$ cat src/rtl/adcrb_consts.vh
/*
 register offsets, field positions, reset values and timing counts
 for the converter control register bank; included by the design file.
*/
`ifndef ADCRB_CONSTS_VH
`define ADCRB_CONSTS_VH

// byte offsets on the register bus
`define ADCRB_OFF_CTRL 12'h000
`define ADCRB_OFF_SRC 12'h004
`define ADCRB_OFF_AMP 12'h008
`define ADCRB_OFF_BG 12'h00C
`define ADCRB_OFF_RES_HI 12'h010
`define ADCRB_OFF_RES_LO 12'h014

// conv_ctrl_channel fields
`define ADCRB_START_BIT 7
`define ADCRB_BUSY_BIT 6
`define ADCRB_EN_BIT 5
`define ADCRB_JUST_BIT 4
// input_source_clock_sel fields
`define ADCRB_SRC_HI 7
`define ADCRB_SRC_LO 4
// amp_reference_ctrl fields
`define ADCRB_AMPEN_BIT 7
`define ADCRB_AMPIN_BIT 4

// write masks of implemented bits
`define ADCRB_MASK_CTRL 8'hBF
`define ADCRB_MASK_SRC 8'hF7
`define ADCRB_MASK_AMP 8'h9F
`define ADCRB_MASK_BG 8'h01

`define ADCRB_RST_REG 8'h00

// conversion length in conversion-clock periods
`define ADCRB_CONV_CLKS 16

`endif

$ cat src/rtl/adcrb_bank.v
/*
 converter control register bank: four control registers over apb,
 conversion sequencer, result formatting and analog select decode.
 assumes the analog converter delivers conv_data while a conversion
 runs and that core_clk is the system clock.
*/
// The register addresses and the APB interface to the registers were decided locally.
`include "adcrb_consts.vh"
`timescale 1ns/1ps
`default_nettype none

module adcrb_bank #(
   parameter CONV_CLKS = `ADCRB_CONV_CLKS,
   parameter PIN_COUNT = 9
) (
   // clock and reset
   input wire core_clk,
   input wire arst_n,
   // apb slave
   input wire psel,
   input wire penable,
   input wire pwrite,
   input wire [11:0] paddr,
   input wire [31:0] pwdata,
   output wire pready,
   output reg [31:0] prdata,
   output wire pslverr,
   // converter data and pin function
   input wire [11:0] conv_data,
   input wire [PIN_COUNT-1:0] pin_analog_sel,
   // converter control
   output reg converter_enable,
   output reg conv_sample,
   output reg conv_clk_en,
   output reg conv_irq,
   output reg [8:0] analog_input_pins,
   output reg ext_path_on,
   output reg [2:0] internal_tap,
   output reg input_ground,
   output reg [1:0] ref_route,
   output reg ref_pin_on,
   output reg amp_enable,
   output reg amp_ext_input_pin,
   output reg amp_bandgap_in,
   output reg [1:0] amp_gain_sel,
   output reg bandgap_enable,
   output reg [PIN_COUNT-1:0] pin_func_off,
   output reg [PIN_COUNT-1:0] pin_pullup_off
);

   reg start_bit;
   reg conv_busy_flag;
   reg result_justify_sel;
   reg [3:0] ext_channel_sel;
   reg [3:0] input_source_sel;
   reg [2:0] conv_clock_div_sel;
   reg amp_input_sel;
   reg [1:0] reference_sel;
   reg [7:0] result_high_byte;
   reg [7:0] result_low_byte;
   reg [6:0] div_cnt;
   reg [15:0] conv_cnt;
   reg [7:0] wbyte;
   reg [7:0] ctrl_rd;
   reg [7:0] src_rd;
   reg [7:0] amp_rd;
   reg mapped;
   reg [6:0] div_mask;
   reg [31:0] rd_mux;
   reg next_ext_path;
   reg [2:0] next_tap;
   reg next_ground;

   wire wr_en = psel & penable & pwrite;
   wire wr_ctrl = wr_en && (paddr == `ADCRB_OFF_CTRL);
   wire start_fall = wr_ctrl && start_bit && !pwdata[`ADCRB_START_BIT];
   wire tick = ((div_cnt & div_mask) == 7'h00);
   wire conv_done = conv_busy_flag && tick && (conv_cnt == 16'h0001);

   assign pready = 1'b1;
   assign pslverr = 1'b0;

   always @* begin
      wbyte = pwdata[7:0];
      div_mask = (7'h01 << conv_clock_div_sel) - 7'h01;
      mapped = 1'b1;
      ctrl_rd = {start_bit, conv_busy_flag, converter_enable, result_justify_sel,
                 ext_channel_sel};
      src_rd = {input_source_sel, 1'b0, conv_clock_div_sel};
      amp_rd = {amp_enable, 2'b00, amp_input_sel, reference_sel, amp_gain_sel};
      rd_mux = 32'h0000_0000;
      case (paddr)
         `ADCRB_OFF_CTRL: rd_mux[7:0] = ctrl_rd;
         `ADCRB_OFF_SRC: rd_mux[7:0] = src_rd;
         `ADCRB_OFF_AMP: rd_mux[7:0] = amp_rd;
         `ADCRB_OFF_BG: rd_mux[7:0] = {7'h00, bandgap_enable};
         `ADCRB_OFF_RES_HI: rd_mux[7:0] = result_high_byte;
         `ADCRB_OFF_RES_LO: rd_mux[7:0] = result_low_byte;
         default: mapped = 1'b0;
      endcase
      if (!mapped) begin
         rd_mux = 32'h0000_0000;
      end
   end

   // read data captured in the setup cycle, stands through the access phase
   always @(posedge core_clk or negedge arst_n) begin
      if (!arst_n) begin
         prdata <= 32'h0000_0000;
      end else if (psel && !penable) begin
         prdata <= rd_mux;
      end
   end

   // control register writes
   always @(posedge core_clk or negedge arst_n) begin
      if (!arst_n) begin
         start_bit <= 1'b0;
         converter_enable <= 1'b0;
         result_justify_sel <= 1'b0;
         ext_channel_sel <= 4'h0;
         input_source_sel <= 4'h0;
         conv_clock_div_sel <= 3'h0;
         amp_enable <= 1'b0;
         amp_input_sel <= 1'b0;
         reference_sel <= 2'h0;
         amp_gain_sel <= 2'h0;
         bandgap_enable <= 1'b0;
      end else if (wr_en) begin
         case (paddr)
            `ADCRB_OFF_CTRL: begin
               start_bit <= wbyte[`ADCRB_START_BIT];
               converter_enable <= wbyte[`ADCRB_EN_BIT];
               result_justify_sel <= wbyte[`ADCRB_JUST_BIT];
               ext_channel_sel <= wbyte[3:0];
            end
            `ADCRB_OFF_SRC: begin
               input_source_sel <= wbyte[`ADCRB_SRC_HI:`ADCRB_SRC_LO];
               conv_clock_div_sel <= wbyte[2:0];
            end
            `ADCRB_OFF_AMP: begin
               amp_enable <= wbyte[`ADCRB_AMPEN_BIT];
               amp_input_sel <= wbyte[`ADCRB_AMPIN_BIT];
               reference_sel <= wbyte[3:2];
               amp_gain_sel <= wbyte[1:0];
            end
            `ADCRB_OFF_BG: bandgap_enable <= wbyte[0];
            default: begin
            end
         endcase
      end
   end

   // conversion sequencer
   always @(posedge core_clk or negedge arst_n) begin
      if (!arst_n) begin
         conv_busy_flag <= 1'b0;
         div_cnt <= 7'h00;
         conv_cnt <= 16'h0000;
         result_high_byte <= `ADCRB_RST_REG;
         result_low_byte <= `ADCRB_RST_REG;
         conv_irq <= 1'b0;
      end else begin
         div_cnt <= div_cnt + 7'h01;
         conv_irq <= 1'b0;
         if (!converter_enable) begin
            conv_busy_flag <= 1'b0;
         end else if (start_fall && !conv_busy_flag) begin
            conv_busy_flag <= 1'b1;
            conv_cnt <= CONV_CLKS[15:0];
            div_cnt <= 7'h01;
         end else if (conv_done) begin
            conv_busy_flag <= 1'b0;
            conv_irq <= 1'b1;
            if (result_justify_sel) begin
               result_high_byte <= {4'h0, conv_data[11:8]};
               result_low_byte <= conv_data[7:0];
            end else begin
               result_high_byte <= conv_data[11:4];
               result_low_byte <= {conv_data[3:0], 4'h0};
            end
         end else if (conv_busy_flag && tick) begin
            conv_cnt <= conv_cnt - 16'h0001;
         end
      end
   end

   // source decode: external path, supply taps, amplifier taps, ground
   always @* begin
      next_ext_path = 1'b0;
      next_tap = 3'h0;
      next_ground = 1'b0;
      case (input_source_sel)
         4'h0: next_ext_path = 1'b1;
         4'h1: next_tap = 3'h1;
         4'h2: next_tap = 3'h2;
         4'h3: next_tap = 3'h3;
         4'h4: next_ext_path = 1'b1;
         4'h5: next_tap = 3'h5;
         4'h6: next_tap = 3'h6;
         4'h7: next_tap = 3'h7;
         4'h8: next_ground = 1'b1;
         4'h9: next_ground = 1'b1;
         4'hA: next_ground = 1'b1;
         4'hB: next_ground = 1'b1;
         4'hC: next_ext_path = 1'b1;
         4'hD: next_ext_path = 1'b1;
         4'hE: next_ext_path = 1'b1;
         4'hF: next_ext_path = 1'b1;
         default: begin
            next_ext_path = 1'b0;
            next_tap = 3'h0;
            next_ground = 1'b0;
         end
      endcase
   end

   // one switch per external channel; codes above 8 leave all open
   genvar c;
   generate
      for (c = 0; c < 9; c = c + 1) begin : chan_gen
         localparam [3:0] CODE = c;
         always @(posedge core_clk or negedge arst_n) begin
            if (!arst_n) begin
               analog_input_pins[c] <= 1'b0;
            end else begin
               analog_input_pins[c] <= next_ext_path && (ext_channel_sel == CODE);
            end
         end
      end
   endgenerate

   // analog select registers
   always @(posedge core_clk or negedge arst_n) begin
      if (!arst_n) begin
         conv_sample <= 1'b0;
         conv_clk_en <= 1'b0;
         ext_path_on <= 1'b0;
         internal_tap <= 3'h0;
         input_ground <= 1'b0;
         ref_route <= 2'h0;
         ref_pin_on <= 1'b0;
         amp_ext_input_pin <= 1'b0;
         amp_bandgap_in <= 1'b0;
      end else begin
         conv_sample <= conv_busy_flag;
         conv_clk_en <= converter_enable & tick;
         input_ground <= next_ground;
         ext_path_on <= next_ext_path;
         internal_tap <= next_tap;
         ref_route <= reference_sel;
         ref_pin_on <= (reference_sel == 2'b01);
         amp_ext_input_pin <= !amp_input_sel;
         amp_bandgap_in <= amp_input_sel;
      end
   end

   // pin function takeover
   genvar g;
   generate
      for (g = 0; g < PIN_COUNT; g = g + 1) begin : pin_gen
         always @(posedge core_clk or negedge arst_n) begin
            if (!arst_n) begin
               pin_func_off[g] <= 1'b0;
               pin_pullup_off[g] <= 1'b0;
            end else begin
               pin_func_off[g] <= pin_analog_sel[g];
               pin_pullup_off[g] <= pin_analog_sel[g];
            end
         end
      end
   endgenerate

endmodule

`default_nettype wire

$ cat config.mk
export PLATFORM = sky130hd
export DESIGN_NAME = adcrb_bank
export DESIGN_NICKNAME = d
export VERILOG_FILES = /design/src/rtl/adcrb_bank.v
export VERILOG_INCLUDE_DIRS = /design/src /design/src/rtl
export SDC_FILE = /design/constraint.sdc
export NUM_CORES = 1
export LEC_CHECK = 0
export ABC_AREA = 1
export BUFFER_PORTS_ARGS = -buffer_cell sky130_fd_sc_hd__clkbuf_2
export CORE_AREA = 2 2 117 119
export CTS_BUF_LIST = sky130_fd_sc_hd__clkbuf_4
export DETAILED_ROUTE_END_ITERATION = 12
export DIE_AREA = 0 0 119 121
export GPL_TIMING_DRIVEN = 0
export PLACE_DENSITY = 0.59
export SLEW_MARGIN = 20
export SYNTH_ARGS = -nofsm -noshare
export SYNTH_HDL_FRONTEND = slang
export SYNTH_SLANG_ARGS = --single-unit
$ cat constraint.sdc
create_clock -name core_clk -period 4.85 [get_ports core_clk]
set_clock_uncertainty 0.2 [all_clocks]
set_input_delay 0.2425 -clock core_clk [delete_from_list [all_inputs] [get_ports core_clk]]
set_output_delay 0.2425 -clock core_clk [all_outputs]
set_load 0.05 [all_outputs]
==> summary.txt <==
Pwr
  – Peak supply drop: 0.115 mV
  – Pleak: 0.00361 uW
  – Pwr/cell area: 221 nW/um^2
  – Pwr Total: 1440 uW

CTS
  – CTS tree: done
  – Clk slew on worst S/H paths: 0.16 ns
  – Clock Tree Buf Depth: 2
  – CTS resizes: 0
  – Cts bufs inserted: 9
  – Postcts setup bufs: 0
  – Clk sink count: 100
  – H-tree depth: 3
  – Clk_lat worst skew: 0.47 ns
  – Clock root buffer: clkbuf_4
  – Hold_buf cts: 40

Layout
  – Share of post-route cells with drive strength above 1: 21.9%
  – Area of the multi-input gates: 2110 um^2
  – Fillcell total: 1,285
  – Layout area overhead: 26.3%
  – Design Area, Final: 6520 um^2
  – Fin nets: 904
  – Register area: 2500 um^2

Routing
  – Total Routed Length: 12,400 um
  – Initial DRC count: 239
  – DRC viols: 0
  – First-pass DRT Iterations: 4
  – Vias per Instance: 4.54
  – DRT antenna net count: 0
  – Via Count: 4,595
  – Drt wl/cell: 12.3 um

Timing
  – Setup_tns: 0 ns
  – Slew Limit Headroom: 64.4%
  – Setup violators final: 0
  – Tcrit/Tclk final: 55.1%
  – Worst-Margin Slew: 0.529 ns
  – Min Hold Slack: 0.0388 ns
  – Peak Freq: 374 MHz
  – RSZ-0062 raised after global routing: no
  – Endpoints failing hold: 0
  – Final Max Slew Viols: 0
  – Min Tclk post-route: 2.67 ns

Critical path
  – CP top delay family: buffers and inverters
  – Max stage delay on crit path: 0.55 ns
  – Arrival @ worst endpoint: 2.85 ns
  – Crit. path cell count: 11
  – Crit-path slowest cell: dlygate4sd3_1
  – Peak fanout along the critical path: 10
  – Cells along the critical path: dlygate4sd3_1 > clkbuf_2 > nand2_1 > dlygate4sd3_1 > nor2_1 > nand4_1 > nor2_1 > buf_4 > a21oi_1 > nand3_1 > nand2_1
  – Worst path required time: 5.02 ns
  – Critical path launch point type: input pin
  – Crit path buf inv count: 4
  – Setup CP Type: input pin to register
  – Crit end category: register
  – FF-to-FF path depth: 15

Global routing
  – Number of global-route vias before repair: 4,398
  – Antenna violations before repair: 1
  – Global route total overflow: 0
  – All-layer global routing usage: 18.6%
  – First-pass GRT wire length: 21,200 um
  – Pin count of the biggest net entering global routing: 72

Yosys
  – Cells after Synth: 656
  – Synth top area cells: dfrtp_1 48%, nand2_1 15%, buf_4 5.5%, nor2_1 4.9%, inv_1 4.8%
  – Yosys cell types: 28
  – Ys flop type: dfrtp_1
  – Sequential area share after synthesis: 48.5%
  – Synth async-reset ratio: 100%
  – FF+latch count, synth: 100
  – Mean Syn Cell Area: 7.87 um^2
  – Most instantiated library cell after synthesis: nand2_1
  – Post-synth EDFFs: 0
  – Yosys top cell area share: 48.5%
  – Yosys warns: 0
  – Synth cell count leaders: 202 x nand2_1, 100 x dfrtp_1, 67 x nor2_1
  – Dominant cell type by area after synthesis: dfrtp_1
  – Synthesized area: 5160 um^2

Floorplanning
  – DIE HEIGHT: 121 um
  – Core ar.: 13,100 um^2
  – Ports: 149
  – Initial Util: 39.5%
  – Total die area: 14,400 um^2
  – Die X-Extent: 119 um
  – Site row count: 42

Flow run
  – Maxcap violations: 0

Worst hold path
  – Min-Delay Path Class: input pin to asynchronous set/reset pin

Placement
  – Hpwl dp: 9390 um
  – Gpl congestion: 0.861
  – Placed inst area: 6000 um^2
  – PortBufs: 98

Status
  – Status: finished clean
[cell usage in the layout, fill, tap and decap left out, drive strengths merged]
master and n:
clkinv 5, nor2 74, nand4 7, xor2 9
dlygate4sd3 39, conb 26, dfrtp 100, nor4 1
o22ai 3, inv 75, nor2b 1, nand2 206
clkinvlp 1, o21ai 52, nand3 35, nor3 9
a21oi 21, diode 1, clkbuf 112, xnor2 7
ha 4, buf 48
[report_power, final]
group,internal [uW],switching [uW]
Clock,103,279
Sequential,842,5.00
Combinational,72.1,144
Total,1020,427
[path summary, 6_finish.rpt]
check,endpoint,slack [ns],start
min in group core_clk,bandgap_enable$_DFFE_PN0P_,0.11,paddr[6]
worst min register to register,ref_route[0]$_DFF_PN0_,0.22,reference_sel[0]$_DFFE_PN0P_
worst max register to register,conv_cnt[13]$_DFFE_PN0P_,2.47,conv_clock_div_sel[1]$_DFFE_PN0P_
max in group asynchronous,input_source_sel[2]$_DFFE_PN0P_,4.02,arst_n
worst min-delay path,result_high_byte[0]$_DFFE_PN0P_,0.04,arst_n
worst max-delay path,conv_cnt[13]$_DFFE_PN0P_,2.18,psel
[metal layers]
layer	vias to the layer above	global-route usage (%)	routed length [um]
li1	2330	-	-
met1	2135	24.6	5650
met2	110	30.2	5890
met3	20	3.38	582
met4	0	7.81	292
met5	-	0	0
[sequential cells by signal (all words and copies together) (netlist names), 2 cells and up]
name,count
conv_clock_div_sel,3
reference_sel,2
result_low_byte,8
pin_pullup_off,9
analog_input_pins,9
amp_gain_sel,2
ref_route,2
conv_cnt,16
input_source_sel,4
prdata,8
internal_tap,3
result_high_byte,8
ext_channel_sel,4
div_cnt,7
[per-stage QoR]
step,setup slack [ns],util (%),cells
final,2.18,49.9,1012
after floorplan,2.70,-,680
after CTS,2.24,49.8,1011
after global placement,2.01,45.6,954
after global routing,2.04,49.9,1012
after detailed placement,2.45,45.9,955
[cell families (layout without fill, tap and decap cells)]
family          after synthesis  after routing  share of synthesized area, %
flops                       100            100                          48.5
simple gates                333            333                          27.9
compound gates               76             76                          7.44
fa+ha+maj                     4              4                         0.969
other cells                   2             27                         0.145
buf+inv                     125            280                          12.4
xor+xnor                     16             16                          2.71
[tightest hold or removal path, stage by stage]
cell and delay (ns):
dlygate4sd3_1 0.53, clkbuf_8 0.15, buf_12 0.19
[area by class of cell]
cell class / count / share of cell area [%]
antenna: 1 / 0.0384
buffer: 51 / 5.56
clock buffer: 9 / 1.04
clock inverter: 7 / 0.652
inverter: 74 / 4.26
multi-input combinational: 455 / 32.4
sequential: 100 / 38.4
tap: 176 / 3.38
timing repair buffer: 139 / 14.4
Power figures use the tool's default switching activity.
